===== src/deor_regs.vh =====
// Register map, field positions and reset values of the drawing operand register bank
// Contract
// - a zero mask bit stops the carry out of that bit position
// - the carry mask governs arithmetic mixes and colour-compare evaluation alike
// - no carry ever leaves the most significant bit of a pel
// - mask and colours use only the low bits matching destination pel depth
// - stored foreground colour feeds the foreground operand when selected
// - stored background colour feeds the background operand when selected
// - first dimension holds width or line length minus one
// - second dimension holds rectangle height minus one
// - mask map origin offsets are relative to destination map origin
// - source X and Y hold the current source pel, read and write
// - pattern X and Y hold the current pattern pel, read and write
// - destination X and Y hold signed current destination pel, read and write
// - mask, colour, dimension and offset registers are write-only
// - foreground selector 00 picks foreground colour, 10 the source pel map
// - background selector 00 picks background colour, 10 the source pel map
`ifndef DEOR_REGS_VH
`define DEOR_REGS_VH

// ----------------------------------------------------------------------------
// Register indices; byte address is four times the index
// ----------------------------------------------------------------------------
`define DEOR_IDX_CARRY      8'h54
`define DEOR_IDX_FORE       8'h58
`define DEOR_IDX_BACK       8'h5C
`define DEOR_IDX_DIM1       8'h60
`define DEOR_IDX_DIM2       8'h62
`define DEOR_IDX_STEN_X     8'h6C
`define DEOR_IDX_STEN_Y     8'h6E
`define DEOR_IDX_SRC_X      8'h70
`define DEOR_IDX_SRC_Y      8'h72
`define DEOR_IDX_PAT_X      8'h74
`define DEOR_IDX_PAT_Y      8'h76
`define DEOR_IDX_DST_X      8'h78
`define DEOR_IDX_DST_Y      8'h7A
`define DEOR_IDX_OPCTL      8'h7C
`define DEOR_IDX_DEPTH      8'h80

// ----------------------------------------------------------------------------
// Bus widths
// ----------------------------------------------------------------------------
`define DEOR_AW             10
`define DEOR_IDX_W          8
`define DEOR_DW             32
`define DEOR_HW             16

// ----------------------------------------------------------------------------
// Operation control fields
// ----------------------------------------------------------------------------
`define DEOR_BS_HI          31
`define DEOR_BS_LO          30
`define DEOR_FS_HI          29
`define DEOR_FS_LO          28
`define DEOR_SEL_COLOUR     2'h0
`define DEOR_SEL_SRCMAP     2'h2
`define DEOR_DEPTH_HI       2
`define DEOR_DEPTH_LO       0

// ----------------------------------------------------------------------------
// Pel depth codes
// ----------------------------------------------------------------------------
`define DEOR_DEPTH_1        3'h0
`define DEOR_DEPTH_2        3'h1
`define DEOR_DEPTH_4        3'h2
`define DEOR_DEPTH_8        3'h3
`define DEOR_DEPTH_16       3'h4
`define DEOR_DEPTH_32       3'h5

// ----------------------------------------------------------------------------
// Coordinate update selectors from the engine
// ----------------------------------------------------------------------------
`define DEOR_CSEL_SRC_X     3'h0
`define DEOR_CSEL_SRC_Y     3'h1
`define DEOR_CSEL_PAT_X     3'h2
`define DEOR_CSEL_PAT_Y     3'h3
`define DEOR_CSEL_DST_X     3'h4
`define DEOR_CSEL_DST_Y     3'h5

// ----------------------------------------------------------------------------
// Reset values
// ----------------------------------------------------------------------------
`define DEOR_RST_WORD       32'h0000_0000
`define DEOR_RST_HALF       16'h0000
`define DEOR_RST_DEPTH      3'h3
`define DEOR_RST_SEL        2'h0
`define DEOR_RST_CNT        17'h0_0001
`define DEOR_ONE_CNT        17'h0_0001

`endif


===== src/deor_carry_add.v =====
// Pel adder whose carry chain is split by a mask and cut at the pel's top bit
`default_nettype none

module deor_carry_add (
  input  wire [31:0] a,
  input  wire [31:0] b,
  input  wire [31:0] carry_mask,
  input  wire [31:0] depth_mask,
  input  wire        carry_in,
  output reg  [31:0] sum
);

  reg [32:0] c;
  integer    i;

  // --------------------------------------------------------------------------
  // Section-wise ripple: each section restarts from carry_in
  // --------------------------------------------------------------------------
  always @* begin
    c   = 33'h0_0000_0000;
    sum = 32'h0000_0000;
    c[0] = carry_in;
    for (i = 0; i < 32; i = i + 1) begin
      sum[i] = (a[i] ^ b[i] ^ c[i]) & depth_mask[i];
      if (i < 31) begin
        if (carry_mask[i] && depth_mask[i + 1]) begin
          c[i + 1] = (a[i] & b[i]) | (a[i] & c[i]) | (b[i] & c[i]);
        end else begin
          c[i + 1] = carry_in;
        end
      end
    end
  end

endmodule // deor_carry_add

`default_nettype wire


===== src/deor_regbank.v =====
// Operand and coordinate register bank of the drawing engine, Avalon-MM slave
`include "deor_regs.vh"
`default_nettype none

module deor_regbank (
  input  wire        mclk,
  input  wire        rst,
  // Avalon-MM slave
  input  wire [9:0]  avs_address,
  input  wire        avs_read,
  input  wire        avs_write,
  input  wire [31:0] avs_writedata,
  input  wire [3:0]  avs_byteenable,
  output reg  [31:0] avs_readdata,
  output reg         avs_waitrequest,
  // Engine coordinate write-back
  input  wire        eng_coord_we,
  input  wire [2:0]  eng_coord_sel,
  input  wire [15:0] eng_coord_data,
  // Engine pel data
  input  wire [31:0] eng_dst_pel,
  input  wire [31:0] eng_src_pel,
  input  wire        eng_pattern_bit,
  // Operands to the engine
  output reg  [31:0] fore_operand,
  output reg  [31:0] back_operand,
  output reg  [31:0] carry_mask_eff,
  output reg  [31:0] mix_sum,
  output reg  [31:0] cmp_diff,
  output reg         cmp_equal,
  output reg  [16:0] width_pels,
  output reg  [16:0] height_rows,
  output reg  [15:0] stencil_x,
  output reg  [15:0] stencil_y,
  output reg  [15:0] src_x,
  output reg  [15:0] src_y,
  output reg  [15:0] pat_x,
  output reg  [15:0] pat_y,
  output reg  [15:0] dst_x,
  output reg  [15:0] dst_y
);

  // --------------------------------------------------------------------------
  // Storage
  // --------------------------------------------------------------------------
  reg [31:0] carry_split_mask;
  reg [31:0] fore_colour_value;
  reg [31:0] back_colour_value;
  reg [15:0] width_or_length;
  reg [15:0] rect_height;
  reg [15:0] stencil_origin_x;
  reg [15:0] stencil_origin_y;
  reg [15:0] src_coord_x;
  reg [15:0] src_coord_y;
  reg [15:0] pat_coord_x;
  reg [15:0] pat_coord_y;
  reg [15:0] dst_coord_x;
  reg [15:0] dst_coord_y;
  // Source selectors from operation control and pel depth from its own register: the state this bank needs
  reg [1:0]  fore_source_select;
  reg [1:0]  back_source_select;
  reg [2:0]  pel_depth_code;

  // --------------------------------------------------------------------------
  // Helpers
  // --------------------------------------------------------------------------
  function [31:0] depth_to_mask;
    input [2:0] code;
    begin
      case (code)
        `DEOR_DEPTH_1:  depth_to_mask = 32'h0000_0001;
        `DEOR_DEPTH_2:  depth_to_mask = 32'h0000_0003;
        `DEOR_DEPTH_4:  depth_to_mask = 32'h0000_000F;
        `DEOR_DEPTH_8:  depth_to_mask = 32'h0000_00FF;
        `DEOR_DEPTH_16: depth_to_mask = 32'h0000_FFFF;
        // Codes above 16 bits per pel all give the full word
        default:        depth_to_mask = 32'hFFFF_FFFF;
      endcase
    end
  endfunction

  function [31:0] merge_word;
    input [31:0] old_val;
    input [31:0] new_val;
    input [3:0]  be;
    begin
      merge_word[7:0]   = be[0] ? new_val[7:0]   : old_val[7:0];
      merge_word[15:8]  = be[1] ? new_val[15:8]  : old_val[15:8];
      merge_word[23:16] = be[2] ? new_val[23:16] : old_val[23:16];
      merge_word[31:24] = be[3] ? new_val[31:24] : old_val[31:24];
    end
  endfunction

  function [15:0] merge_half;
    input [15:0] old_val;
    input [31:0] new_val;
    input [3:0]  be;
    begin
      merge_half[7:0]  = be[0] ? new_val[7:0]  : old_val[7:0];
      merge_half[15:8] = be[1] ? new_val[15:8] : old_val[15:8];
    end
  endfunction

  function [31:0] pick_operand;
    input [1:0]  sel;
    input [31:0] colour;
    input [31:0] srcmap;
    input [31:0] dmask;
    begin
      // Reserved selector codes fall back to the stored colour
      if (sel == `DEOR_SEL_SRCMAP) begin
        pick_operand = srcmap & dmask;
      end else begin
        pick_operand = colour & dmask;
      end
    end
  endfunction

  // --------------------------------------------------------------------------
  // Bus decode
  // --------------------------------------------------------------------------
  wire [7:0] idx;
  wire       req;
  wire       wr_go;
  wire [31:0] dmask;

  assign idx   = avs_address[9:2];
  assign req   = avs_read | avs_write;
  assign wr_go = avs_write & ~avs_waitrequest;
  // Depth mask confines every operand to the destination pel width
  assign dmask = depth_to_mask(pel_depth_code);

  reg [31:0] next_readdata;

  always @* begin
    case (idx)
      `DEOR_IDX_SRC_X: next_readdata = {16'h0000, src_coord_x};
      `DEOR_IDX_SRC_Y: next_readdata = {16'h0000, src_coord_y};
      `DEOR_IDX_PAT_X: next_readdata = {16'h0000, pat_coord_x};
      `DEOR_IDX_PAT_Y: next_readdata = {16'h0000, pat_coord_y};
      `DEOR_IDX_DST_X: next_readdata = {16'h0000, dst_coord_x};
      `DEOR_IDX_DST_Y: next_readdata = {16'h0000, dst_coord_y};
      `DEOR_IDX_DEPTH: next_readdata = {29'h0000_0000, pel_depth_code};
      default:         next_readdata = `DEOR_RST_WORD;
    endcase
  end

  // --------------------------------------------------------------------------
  // Handshake: wait one cycle, then answer for one cycle
  // --------------------------------------------------------------------------
  always @(posedge mclk) begin
    if (rst) begin
      avs_waitrequest <= 1'b1;
      avs_readdata    <= `DEOR_RST_WORD;
    end else if (req && avs_waitrequest) begin
      // A fixed single wait state lets read data come straight from a register
      avs_waitrequest <= 1'b0;
      if (avs_read) begin
        avs_readdata <= next_readdata;
      end
    end else begin
      avs_waitrequest <= 1'b1;
    end
  end

  // --------------------------------------------------------------------------
  // Software-written registers; values hold until rewritten
  // --------------------------------------------------------------------------
  always @(posedge mclk) begin
    if (rst) begin
      carry_split_mask   <= `DEOR_RST_WORD;
      fore_colour_value  <= `DEOR_RST_WORD;
      back_colour_value  <= `DEOR_RST_WORD;
      width_or_length    <= `DEOR_RST_HALF;
      rect_height        <= `DEOR_RST_HALF;
      stencil_origin_x   <= `DEOR_RST_HALF;
      stencil_origin_y   <= `DEOR_RST_HALF;
      fore_source_select <= `DEOR_RST_SEL;
      back_source_select <= `DEOR_RST_SEL;
      pel_depth_code     <= `DEOR_RST_DEPTH;
    end else if (wr_go) begin
      case (idx)
        `DEOR_IDX_CARRY:  carry_split_mask  <= merge_word(carry_split_mask, avs_writedata, avs_byteenable);
        `DEOR_IDX_FORE:   fore_colour_value <= merge_word(fore_colour_value, avs_writedata, avs_byteenable);
        `DEOR_IDX_BACK:   back_colour_value <= merge_word(back_colour_value, avs_writedata, avs_byteenable);
        `DEOR_IDX_DIM1:   width_or_length   <= merge_half(width_or_length, avs_writedata, avs_byteenable);
        `DEOR_IDX_DIM2:   rect_height       <= merge_half(rect_height, avs_writedata, avs_byteenable);
        `DEOR_IDX_STEN_X: stencil_origin_x  <= merge_half(stencil_origin_x, avs_writedata, avs_byteenable);
        `DEOR_IDX_STEN_Y: stencil_origin_y  <= merge_half(stencil_origin_y, avs_writedata, avs_byteenable);
        `DEOR_IDX_OPCTL: begin
          if (avs_byteenable[3]) begin
            fore_source_select <= avs_writedata[`DEOR_FS_HI:`DEOR_FS_LO];
            back_source_select <= avs_writedata[`DEOR_BS_HI:`DEOR_BS_LO];
          end
        end
        `DEOR_IDX_DEPTH: begin
          if (avs_byteenable[0]) begin
            pel_depth_code <= avs_writedata[`DEOR_DEPTH_HI:`DEOR_DEPTH_LO];
          end
        end
        default: begin
        end
      endcase
    end
  end

  // --------------------------------------------------------------------------
  // Coordinates: software writes, engine write-back takes priority
  // --------------------------------------------------------------------------
  function coord_hit;
    input       sw_hit;
    input [2:0] sel;
    input [2:0] mine;
    begin
      // The engine carries the live position, so it wins a same-cycle collision
      coord_hit = sw_hit & ~(eng_coord_we & (sel == mine));
    end
  endfunction

  always @(posedge mclk) begin
    if (rst) begin
      src_coord_x <= `DEOR_RST_HALF;
      src_coord_y <= `DEOR_RST_HALF;
      pat_coord_x <= `DEOR_RST_HALF;
      pat_coord_y <= `DEOR_RST_HALF;
      dst_coord_x <= `DEOR_RST_HALF;
      dst_coord_y <= `DEOR_RST_HALF;
    end else begin
      if (eng_coord_we) begin
        case (eng_coord_sel)
          `DEOR_CSEL_SRC_X: src_coord_x <= eng_coord_data;
          `DEOR_CSEL_SRC_Y: src_coord_y <= eng_coord_data;
          `DEOR_CSEL_PAT_X: pat_coord_x <= eng_coord_data;
          `DEOR_CSEL_PAT_Y: pat_coord_y <= eng_coord_data;
          `DEOR_CSEL_DST_X: dst_coord_x <= eng_coord_data;
          `DEOR_CSEL_DST_Y: dst_coord_y <= eng_coord_data;
          default: begin
          end
        endcase
      end
      if (coord_hit(wr_go && idx == `DEOR_IDX_SRC_X, eng_coord_sel, `DEOR_CSEL_SRC_X)) begin
        src_coord_x <= merge_half(src_coord_x, avs_writedata, avs_byteenable);
      end
      if (coord_hit(wr_go && idx == `DEOR_IDX_SRC_Y, eng_coord_sel, `DEOR_CSEL_SRC_Y)) begin
        src_coord_y <= merge_half(src_coord_y, avs_writedata, avs_byteenable);
      end
      if (coord_hit(wr_go && idx == `DEOR_IDX_PAT_X, eng_coord_sel, `DEOR_CSEL_PAT_X)) begin
        pat_coord_x <= merge_half(pat_coord_x, avs_writedata, avs_byteenable);
      end
      if (coord_hit(wr_go && idx == `DEOR_IDX_PAT_Y, eng_coord_sel, `DEOR_CSEL_PAT_Y)) begin
        pat_coord_y <= merge_half(pat_coord_y, avs_writedata, avs_byteenable);
      end
      if (coord_hit(wr_go && idx == `DEOR_IDX_DST_X, eng_coord_sel, `DEOR_CSEL_DST_X)) begin
        dst_coord_x <= merge_half(dst_coord_x, avs_writedata, avs_byteenable);
      end
      if (coord_hit(wr_go && idx == `DEOR_IDX_DST_Y, eng_coord_sel, `DEOR_CSEL_DST_Y)) begin
        dst_coord_y <= merge_half(dst_coord_y, avs_writedata, avs_byteenable);
      end
    end
  end

  // --------------------------------------------------------------------------
  // Operand selection and split-carry arithmetic
  // --------------------------------------------------------------------------
  wire [31:0] next_fore;
  wire [31:0] next_back;
  wire [31:0] mix_operand;
  wire [31:0] next_sum;
  wire [31:0] next_diff;
  wire [31:0] eff_mask;
  wire [31:0] dst_masked;

  assign next_fore   = pick_operand(fore_source_select, fore_colour_value, eng_src_pel, dmask);
  assign next_back   = pick_operand(back_source_select, back_colour_value, eng_src_pel, dmask);
  assign mix_operand = eng_pattern_bit ? next_fore : next_back;
  assign eff_mask    = carry_split_mask & dmask;
  assign dst_masked  = eng_dst_pel & dmask;

  deor_carry_add u_mix_add (
    .a          (dst_masked),
    .b          (mix_operand),
    .carry_mask (eff_mask),
    .depth_mask (dmask),
    .carry_in   (1'b0),
    .sum        (next_sum)
  );

  // Subtraction adds the inverted operand with a carry into every section
  deor_carry_add u_cmp_sub (
    .a          (dst_masked),
    .b          (~mix_operand),
    .carry_mask (eff_mask),
    .depth_mask (dmask),
    .carry_in   (1'b1),
    .sum        (next_diff)
  );

  // --------------------------------------------------------------------------
  // Registered outputs
  // --------------------------------------------------------------------------
  always @(posedge mclk) begin
    if (rst) begin
      fore_operand   <= `DEOR_RST_WORD;
      back_operand   <= `DEOR_RST_WORD;
      carry_mask_eff <= `DEOR_RST_WORD;
      mix_sum        <= `DEOR_RST_WORD;
      cmp_diff       <= `DEOR_RST_WORD;
      cmp_equal      <= 1'b1;
      width_pels     <= `DEOR_RST_CNT;
      height_rows    <= `DEOR_RST_CNT;
      stencil_x      <= `DEOR_RST_HALF;
      stencil_y      <= `DEOR_RST_HALF;
      src_x          <= `DEOR_RST_HALF;
      src_y          <= `DEOR_RST_HALF;
      pat_x          <= `DEOR_RST_HALF;
      pat_y          <= `DEOR_RST_HALF;
      dst_x          <= `DEOR_RST_HALF;
      dst_y          <= `DEOR_RST_HALF;
    end else begin
      fore_operand   <= next_fore;
      back_operand   <= next_back;
      carry_mask_eff <= eff_mask;
      mix_sum        <= next_sum;
      cmp_diff       <= next_diff;
      cmp_equal      <= (next_diff == `DEOR_RST_WORD);
      width_pels     <= {1'b0, width_or_length} + `DEOR_ONE_CNT;
      height_rows    <= {1'b0, rect_height} + `DEOR_ONE_CNT;
      stencil_x      <= stencil_origin_x;
      stencil_y      <= stencil_origin_y;
      // Coordinate copies lag their registers by one clock
      src_x          <= src_coord_x;
      src_y          <= src_coord_y;
      pat_x          <= pat_coord_x;
      pat_y          <= pat_coord_y;
      dst_x          <= dst_coord_x;
      dst_y          <= dst_coord_y;
    end
  end

endmodule // deor_regbank

`default_nettype wire


===== config.mk =====
export PLATFORM = sky130hd
export DESIGN_NAME = deor_regbank
export DESIGN_NICKNAME = d
export VERILOG_FILES = /design/src/deor_carry_add.v /design/src/deor_regbank.v
export VERILOG_INCLUDE_DIRS = /design/src
export SDC_FILE = /design/constraint.sdc
export NUM_CORES = 1
export LEC_CHECK = 0
export BUFFER_PORTS_ARGS = -buffer_cell sky130_fd_sc_hd__buf_2
export CORE_MARGIN = 2
export CORE_UTILIZATION = 50
export CTS_CLUSTER_SIZE = 20
export DETAILED_ROUTE_END_ITERATION = 6
export PLACE_DENSITY_LB_ADDON = 0.15
export SYNTH_ARGS = -nofsm -noshare
export SYNTH_HDL_FRONTEND = slang
export SYNTH_HIERARCHICAL = 1
export SYNTH_SLANG_ARGS = --single-unit

===== constraint.sdc =====
create_clock -name mclk -period 38.8 [get_ports mclk]
set_input_delay 0 -clock mclk [delete_from_list [all_inputs] [get_ports mclk]]
set_output_delay 0 -clock mclk [all_outputs]
set_load 0.01 [all_outputs]

=== Yosys cells after proc, flatten, opt, wreduce, memory -nomap -nowiden ===
Index checks and enable logic that the tools add are counted.

* Register bits: 619
* Input bits: 135
* Output and inout port bits: 356
* Word-level logic and storage cells: 791

* Add/sub/neg operators: 2
* Equal/unequal tests: 38
* Multiplexer cells: 88
* Bitwise gates (word level): 522
* Reductions and logical operators: 88

{| class="wikitable"
|+ Operators with widths
! kind !! number
|-
| $mux 16 || 18
|-
| $and 1x1->1 || 259
|-
| $and 32x32->32 || 5
|-
| $pmux 32 s5 || 1
|-
| $xor 1x1->1 || 126
|-
| $or 1x1->1 || 123
|-
| $eq 8x7->1 const B || 14
|-
| $pmux 16 s7 || 1
|-
| $reduce_and 3->1 || 34
|-
| $mux 32 || 3
|-
| $mux 1 || 63
|-
| $logic_and 1x1->1 || 38
|-
| $add 16x1->17 const B || 2
|-
| $logic_not 32->1 || 1
|-
| $not 32->32 || 1
|-
| $ne 2x2->1 const B || 12
|-
| $reduce_bool 2->1 || 12
|-
| $mux 8 || 2
|-
| $eq 3x2->1 const B || 4
|-
| $eq 3x3->1 const B || 3
|-
| $eq 8x8->1 const B || 1
|-
| $not 1->1 || 8
|-
| $eq 3x1->1 const B || 2
|-
| $logic_not 3->1 || 2
|-
| 2 further kinds || 3
|}

=== Longest topological paths before layout ===
Gate-level depths: netlist of run 1.

* Word-level depth: 133
* Mapped depth: 102
* Gate-level depth less buffers: 100

=== Cells and area by module ===
Netlist of run 1, hierarchy kept.

{| class="wikitable"
|+ By module, submodules not included
! module !! times used !! cells each !! area each (sq um) !! sequential area each (sq um)
|-
| deor_regbank || 1 || 2495 || 23278.6 || 12071.6
|-
| deor_carry_add || 2 || 220 || 1472.7 || 0.0
|}

=== Least setup slack after synthesis of run 1 ===
Ideal clock, no wire load.

* Path kind: flip-flop to flip-flop
* Start point: register fore_source_select[1]
* End point: register cmp_equal
* Library setup time: 0.074 ns
* Arrival time: 17.491 ns
* Required time: 38.726 ns
* Path slack: 21.235 ns
* Cell stages (with the launch flop): 103
* Buffers on the path: 3
* Clock period less this slack: 17.565 ns
* Path through: dfxtp_1 -> nor2b_1 -> clkbuf_1 -> mux2i_1 -> clkbuf_1 -> clkbuf_1 -> o21ai_0 -> fa_1 -> mux2i_1 -> fa_1 -> nor2_1 -> a21oi_1 -> fa_1 -> nor2_1 -> a21oi_1 -> fa_1 -> nor2_1 -> a21oi_1 -> [... 67 more ...] -> nor2_1 -> a21oi_1 -> fa_1 -> nor2_1 -> a21oi_1 -> fa_1 -> nor2_1 -> a21oi_1 -> fa_1 -> nor2_1 -> a21oi_1 -> fa_1 -> nand2b_1 -> nand3_1 -> a21boi_1 -> nor4_1 -> nand4_1 -> o21ai_0

* Cells in the longest elaborated chain, start to end: 131
* Elaborated cells between the ends (all ways): 285
* Classes of those cells: 1 x eq/ne; 33 x mux; 250 x bitwise; 1 x reduce/logical

{| class="wikitable"
|+ Ends and longest elaborated chain
! item !! RTL line !! RTL
|-
| start: declaration || deor_regbank.v:60 || <nowiki>reg [1:0] fore_source_select;</nowiki>
|-
| start signal: assignment || deor_regbank.v:178 || <nowiki>fore_source_select <= `DEOR_RST_SEL;</nowiki>
|-
| start signal: assignment || deor_regbank.v:192 || <nowiki>fore_source_select <= avs_writedata[`DEOR_FS_HI:`DEOR_FS_LO];</nowiki>
|-
| $eq 2x2->1 (no line) * || - ||
|-
| $mux 32 * || deor_regbank.v:111 || <nowiki>if (sel == `DEOR_SEL_SRCMAP) begin</nowiki>
|-
| $mux 32 * || deor_regbank.v:275 || <nowiki>assign mix_operand = eng_pattern_bit ? next_fore : next_back;</nowiki>
|-
| $not 32->32 * || deor_regbank.v:291 || <nowiki>.b (~mix_operand),</nowiki>
|-
| $and 1x1->1 || deor_carry_add.v:27 || <nowiki>c[i + 1] = (a[i] & b[i]) | (a[i] & c[i]) | (b[i] & c[i]);</nowiki>
|-
| $or 1x1->1 (2 in series) || deor_carry_add.v:27 ||
|-
| $mux 1 || deor_carry_add.v:26 || <nowiki>if (carry_mask[i] && depth_mask[i + 1]) begin</nowiki>
|-
| $and 1x1->1 || deor_carry_add.v:27 ||
|-
| [... 114 more ...] || - ||
|-
| $mux 1 || deor_carry_add.v:26 ||
|-
| $and 1x1->1 || deor_carry_add.v:27 ||
|-
| $or 1x1->1 (2 in series) || deor_carry_add.v:27 ||
|-
| $mux 1 || deor_carry_add.v:26 ||
|-
| $xor 1x1->1 * || deor_carry_add.v:24 || <nowiki>sum[i] = (a[i] ^ b[i] ^ c[i]) & depth_mask[i];</nowiki>
|-
| $and 1x1->1 * || deor_carry_add.v:24 ||
|-
| named net next_diff[31] || deor_regbank.v:269 || <nowiki>wire [31:0] next_diff;</nowiki>
|-
| $logic_not 32->1 (no line) * || - ||
|-
| end signal: assignment || deor_regbank.v:325 || <nowiki>cmp_equal <= (next_diff == `DEOR_RST_WORD);</nowiki>
|-
| end: declaration || deor_regbank.v:30 || <nowiki>output reg cmp_equal,</nowiki>
|}

Mark *: on every way through the listed nets, which the timed path passes. The rest lies on a longest branch.
A chain may end at the register's enable or synchronous reset.

=== Final worst setup path of run 1 ===
Ends and elaborated chain as after synthesis.

==> flow_summary.toml, run 1 <==
[clocking]
htree_num_levels = 2
cts_inserted_buffers = 60
cts_tree = "built"
root_buffer = "clkbuf_16"
clockBufferDepth = 3
clkSinkCount = 603
insertion_delay_ns = 0.63
post_cts_resized = 0
clk_pin_slew_ns = 0.06

[timing]
slew_headroom_pct = 14.9
period_share_pct = 49.9
fmax_mhz = 51.7
finClkSkew_ns = 0.0244
setup_violations = 0
hold_violations = 0
fin_tns_setup_ns = 0
rsz0062_at_grt = "no"
tightestPinTransition_ns = 1.26
drv_slew = 0
finalCriticalPeriod_ns = 19.36

[synthesis]
syn_area_sq_mm = 0.0262
yosysWarnings = 6
synth.avg_cell_area_sq_um = 8.94
syn_inst = 2934

[setup_path]
path_class = "reg2reg"
worst-path-stages = 101
worstRegToRegCells = 101
cp-end-kind = "register"
r2r-end = "cmp_equal$_SDFF_PP1_"
cpLargestDelayFamily = "adder cells"
slowest_stage = "buf_4"
r2r-start = "fore_source_select[1]$_SDFFE_PP0P_"
cpMostUsedCell = "fa_1"
path_buf_inv = 2
ff2ff_setup_slack_ns = 19.44
cp_data_arrival_time_ns = 19.83
startpoint = "fore_source_select[1]$_SDFFE_PP0P_"
critPathMaxStageDelay_ns = 0.42
crit_required_ns = 39.28
crit_end = "cmp_equal$_SDFF_PP1_"
path_max_fanout = 40
worst_setup_path_start_kind = "register"

[final_layout]
drive_gt1_share_pct = 18.9
multi_input_area_sq_mm = 0.0129
n_fill_cell = 4507
final_cell_area_sq_mm = 0.0321
register_area_sq_mm = 0.0121
num-nets-final = 3629
syn2layout_area_growth_pct = 22.5

[pwr]
sw_frac_of_total_pct = 23.7
p_leak_uw = 0.0145
max-vdd-ir-drop_uv = 31.9
power.switching_uw = 313
p_per_area_mw_per_mm2 = 41.2
power_frac_comb_pct = 6.6
internal_power_uw = 1010
power_frac_clock_pct = 45.7
pwr-share-seq_pct = 47.7

[grt]
grt_pass1_wl_mm = 129
antenna_found_initial = 5
grtUsageTotal_pct = 31.2
grt_start_max_net_pins = 159
grt_pass1_vias = 22100
grt.overflow.total = 0

[die]
die_h_um = 233
die_w_um = 233
io_pins = 491
row_count = 83
start_util_pct = 50.8
die-area_sq_mm = 0.0543
core_sq_mm = 0.0516

[drt]
wirelength_mm = 87.3
met2_length_mm = 40.1
vias = 22900
wire_per_inst_um = 21.0
wl_met1_mm = 35.8
ant_nets = 0
first_iter_violations = 2017
via_per_inst = 5.51
highest_layer = "met5"
firstDrtPassIters = 7
drc_errors = 0
dr_wl_met3_mm = 7.33

[run_status]
status = "finished clean"

[placed_design]
port_buffers = 472
hpwl_mm = 61.4
placedInstanceArea_sq_mm = 0.0289
gp_congestion = 0.920

[hold_path]
hold_path.class = "in2reg"

[job]
max_cap_violations = 0
==> worst register-to-register path, delay by kind of cell (launching register included) <==
kind	cells	cell delay [ns]
AO/OA/AOI/OAI	33	2.79
adder cells (fa/ha/maj)	31	11.19
buffers and inverters	2	0.72
flip-flops	1	0.35
multiplexers	2	0.20
AND/OR/NAND/NOR	33	3.96
==> registers in the layout, summed over array words and instances (netlist names), 17 cells and up <==
| signal | flops |
|---|---|
| fore_colour_value | 32 |
| cmp_diff | 32 |
| carry_split_mask | 32 |
| width_pels | 17 |
| mix_sum | 32 |
| back_operand | 32 |
| back_colour_value | 32 |
| fore_operand | 32 |
| carry_mask_eff | 32 |
| height_rows | 17 |
==> power by group through the flow <==
stage | combinational [uW] | sequential (uW) | clock, uW
finish | 87.5 | 630 | 605
global route | 94.0 | 631 | 637
CTS | 85.1 | 630 | 612
detailed placement | 76.4 | 644 | 0
global placement | 74.8 | 644 | 0
floorplan | 43.8 | 645 | 0
==> repair_timing <==
item	CTS	global route
setup endpoints to repair	0	0
hold buffers	112	0
endpoints found under the hold margin	403	0
setup buffers	0	0
==> metrics by stage <==
stage	total power, uW	setup slack, ns	util [%]	std cells	hold WS (ns)
2_1_floorplan	689	21.23	-	2960	0.116
3_3_place_gp	719	19.96	56.0	3936	0.235
3_5_place_dp	721	19.66	56.0	3936	0.243
4_1_cts	1330	19.62	62.2	4158	0.0108
5_1_grt	1360	18.12	62.2	4161	0.0527
6_report	1320	19.44	62.2	4162	0.0452
==> cells in the final DEF (no fill, tap or decap), drive strengths merged, types with 5 or more instances in the layout <==
cell type / n
dfxtp: 603
buf: 499
nor2: 407
nand2: 384
nor2b: 277
mux2i: 203
a21oi: 139
inv: 130
dlygate4sd3: 112
clkbuf: 82
a311oi: 81
and2: 65
fa: 62
o21ai: 38
nor4: 34
nand3: 33
nand3b: 29
conb: 28
nand4: 24
or4: 23
and3: 22
xor2: 20
a22o: 17
clkinv: 16
a211oi: 15
o31ai: 12
o211ai: 11
and4: 11
o22a: 9
o211a: 9
nor3: 8
nand2b: 7
or2: 5
a221oi: 5
bufinv: 5
==> worst min-delay path by stage <==
| stage | startpoint | to | slack, ns | cells after the start |
|---|---|---|---|---|
| 2_1_floorplan | avs_read | avs_waitrequest$_SDFF_PP1_ | 0.12 | 1 |
| 3_3_place_gp | avs_read | avs_waitrequest$_SDFF_PP1_ | 0.24 | 2 |
| 3_5_place_dp | avs_read | avs_waitrequest$_SDFF_PP1_ | 0.24 | 2 |
| 4_1_cts | avs_address[6] | pel_depth_code[0]$_SDFFE_PP1P_ | 0.01 | 5 |
| 5_1_grt | avs_address[6] | pel_depth_code[0]$_SDFFE_PP1P_ | 0.05 | 5 |
| 6_report | avs_address[6] | pel_depth_code[0]$_SDFFE_PP1P_ | 0.05 | 5 |
==> metal layers <==
layer	vias up	global-route usage, %
li1	10700	-
met1	10900	40.3
met2	1033	49.7
met3	236	6.91
met4	2	14.8
met5	-	0
==> area by class of cell <==
class                   count  area share, %
clock inverters            28          0.974
well taps                 680           2.65
inverters                 127           1.48
diodes                      4         0.0312
flip-flops and latches    603           37.6
clock buffers              82           5.49
repair buffers            611           11.5
multi-input cells        2027           40.3
(Power assumes the default switching activity.)
==> run 2, diff against run 1 <==
--- a/config.mk
+++ b/config.mk
@@ -6,6 +6,7 @@
 export SDC_FILE = /design/constraint.sdc
 export NUM_CORES = 1
 export LEC_CHECK = 0
+export ABC_AREA = 1
 export BUFFER_PORTS_ARGS = -buffer_cell sky130_fd_sc_hd__buf_2
 export CORE_MARGIN = 2
 export CORE_UTILIZATION = 50
==> constraint.sdc (replaced) <==
create_clock -name mclk -period 19 [get_ports mclk]
set_input_delay 0 -clock mclk [delete_from_list [all_inputs] [get_ports mclk]]
set_output_delay 0 -clock mclk [all_outputs]
set_load 0.01 [all_outputs]
==> run 2 against run 1 <==
First-iteration DRC count grew 8.2%. Maximum frequency up 8.3%. Sequential power up 100%. Clock power grew 97%. Via count increased by 6.0%. Clock skew is 0.0049 ns lower. Register-to-register slack worse by 18 ns. Sequential share of layout area shrank 0.39 points. Largest power group unchanged. Highest routed layer unchanged.
==> flow_summary.toml, run 2 <==
[clocking]
clk_pin_slew_ns = 0.06
htree_num_levels = 2
cts_tree = "built"
cts_inserted_buffers = 60
clockBufferDepth = 3
root_buffer = "clkbuf_16"
clkSinkCount = 603
insertion_delay_ns = 0.62

[pwr]
fin_total_pwr_uw = 2660
p_leak_uw = 0.0154
p_per_area_mw_per_mm2 = 82.0
max-vdd-ir-drop_uv = 76.8

[final_layout]
multi_input_area_sq_mm = 0.0108
syn2layout_area_growth_pct = 23.2
n_fill_cell = 4833
num-nets-final = 4391
final_cell_area_sq_mm = 0.0324
drive_gt1_share_pct = 15.7
mostFrequentLayoutCell = "inv_1"
final_cell_mix = "707 x inv_1, 602 x dfxtp_1, 563 x nor2_1"
register_area_sq_mm = 0.0121

[timing]
tightestPinTransition_ns = 1.21
setup_violations = 0
finalCriticalPeriod_ns = 17.88
finClkSkew_ns = 0.0195
slew_headroom_pct = 19.2
drv_slew = 0
fmax_mhz = 55.9
period_share_pct = 94.1
hold_violations = 0

[placed_design]
hpwl_mm = 60.6
gp_congestion = 0.925
placedInstanceArea_sq_mm = 0.0289
port_buffers = 472

[setup_path]
crit_required_ns = 19.55
path_max_fanout = 11
path_buf_inv = 4
path_class = "reg2reg"
cpLargestDelayFamily = "adder cells"
cp-end-kind = "register"
worst_setup_path_start_kind = "register"
critPathMaxStageDelay_ns = 0.38
cp_data_arrival_time_ns = 18.43
cpMostUsedCell = "a21oi_1"
slowest_stage = "fa_1"
ff2ff_setup_slack_ns = 1.12

[die]
start_util_pct = 50.3
die_w_um = 234
io_pins = 491
die_h_um = 234
core_sq_mm = 0.0523
die-area_sq_mm = 0.0545
row_count = 84

[grt]
grt_pass1_wl_mm = 128
grtUsageTotal_pct = 30.3
grt_pass1_vias = 22300
grt_start_max_net_pins = 151
grt.overflow.total = 0
antenna_found_initial = 5

[synthesis]
syn_area_sq_mm = 0.0263
synth.avg_cell_area_sq_um = 7.20
yosysWarnings = 6
syn_inst = 3660

[run_status]
status = "finished clean"

[drt]
firstDrtPassIters = 5
drc_errors = 0
first_iter_violations = 2183
wirelength_mm = 85.1
ant_nets = 0
wire_per_inst_um = 17.2
vias = 24300
via_per_inst = 4.92

[job]
max_cap_violations = 0

[hold_path]
hold_path.class = "in2reg"
-- run 2: through the flow --
stage	setup WS, ns	util [%]	cells	hold WS, ns	setup TNS (ns)
floorplan	1.88	-	3686	0.142	0
global route	-0.0130	62.0	4929	0.0841	-0.0173
finish	1.12	62.0	4933	0.0363	0
global placement	1.09	55.2	4668	0.274	0
CTS	0.733	61.7	4922	0.00340	0
detailed placement	0.781	55.2	4668	0.276	0
-- run 2: metal layers --
metal	global-route usage, %	wire length [um]	share of wire, %	vias up
met5	0	57	0.067	-
li1	-	-	-	12300
met3	4.59	5810	6.8	153
met1	41.3	37400	44	11000
met4	10.2	2670	3.1	8
met2	49.1	39100	46	867
-- run 2: path summary, 6_finish.rpt --
kind,startpoint,to,cells past startpoint
worst min register to register,rect_height[0]$_SDFFE_PP0P_,height_rows[0]$_SDFF_PP1_,1
worst max-delay path,fore_source_select[1]$_SDFFE_PP0P_,cmp_equal$_SDFF_PP1_,107
worst max register to register,fore_source_select[1]$_SDFFE_PP0P_,cmp_equal$_SDFF_PP1_,107
worst min-delay path,eng_dst_pel[12],mix_sum[12]$_SDFF_PP0_,8
-- run 2: worst register-to-register path: cells and delay by family, from the launching register on --
kind / cells / cell delay (ns)
AO/OA/AOI/OAI: 31 / 2.05
adder cells (fa/ha/maj): 31 / 11.03
buffers and inverters: 4 / 0.27
flip-flops: 1 / 0.30
AND/OR/NAND/NOR: 41 / 4.14
-- run 2: cell type report --
class                           instances  share of cell area [%]
Tap cell                              688                    2.65
Antenna cell                            5                  0.0386
Clock buffer                           84                    5.40
Timing Repair inverter                  1                  0.0193
Clock inverter                         26                   0.710
Timing Repair Buffer                  638                    12.3
Inverter                              721                    8.40
Multi-Input combinational cell       2167                    33.3
Sequential cell                       603                    37.2
-- run 2: power by group --
group	switching (uW)	total, uW	internal, uW	leakage, uW
clock	507	1190	683	0.000982
sequential	7.17	1290	1280	0.00487
combinational	122	187	65.1	0.00958
total	636	2660	2030	0.0154
-- run 2: what timing repair did --
action                     4_1_cts  5_1_grt
setup endpoints to repair        0        5
hold buffers                   144        0
resized for setup                0       30
hold endpoints to repair       400        0
buffers inserted                 0        5
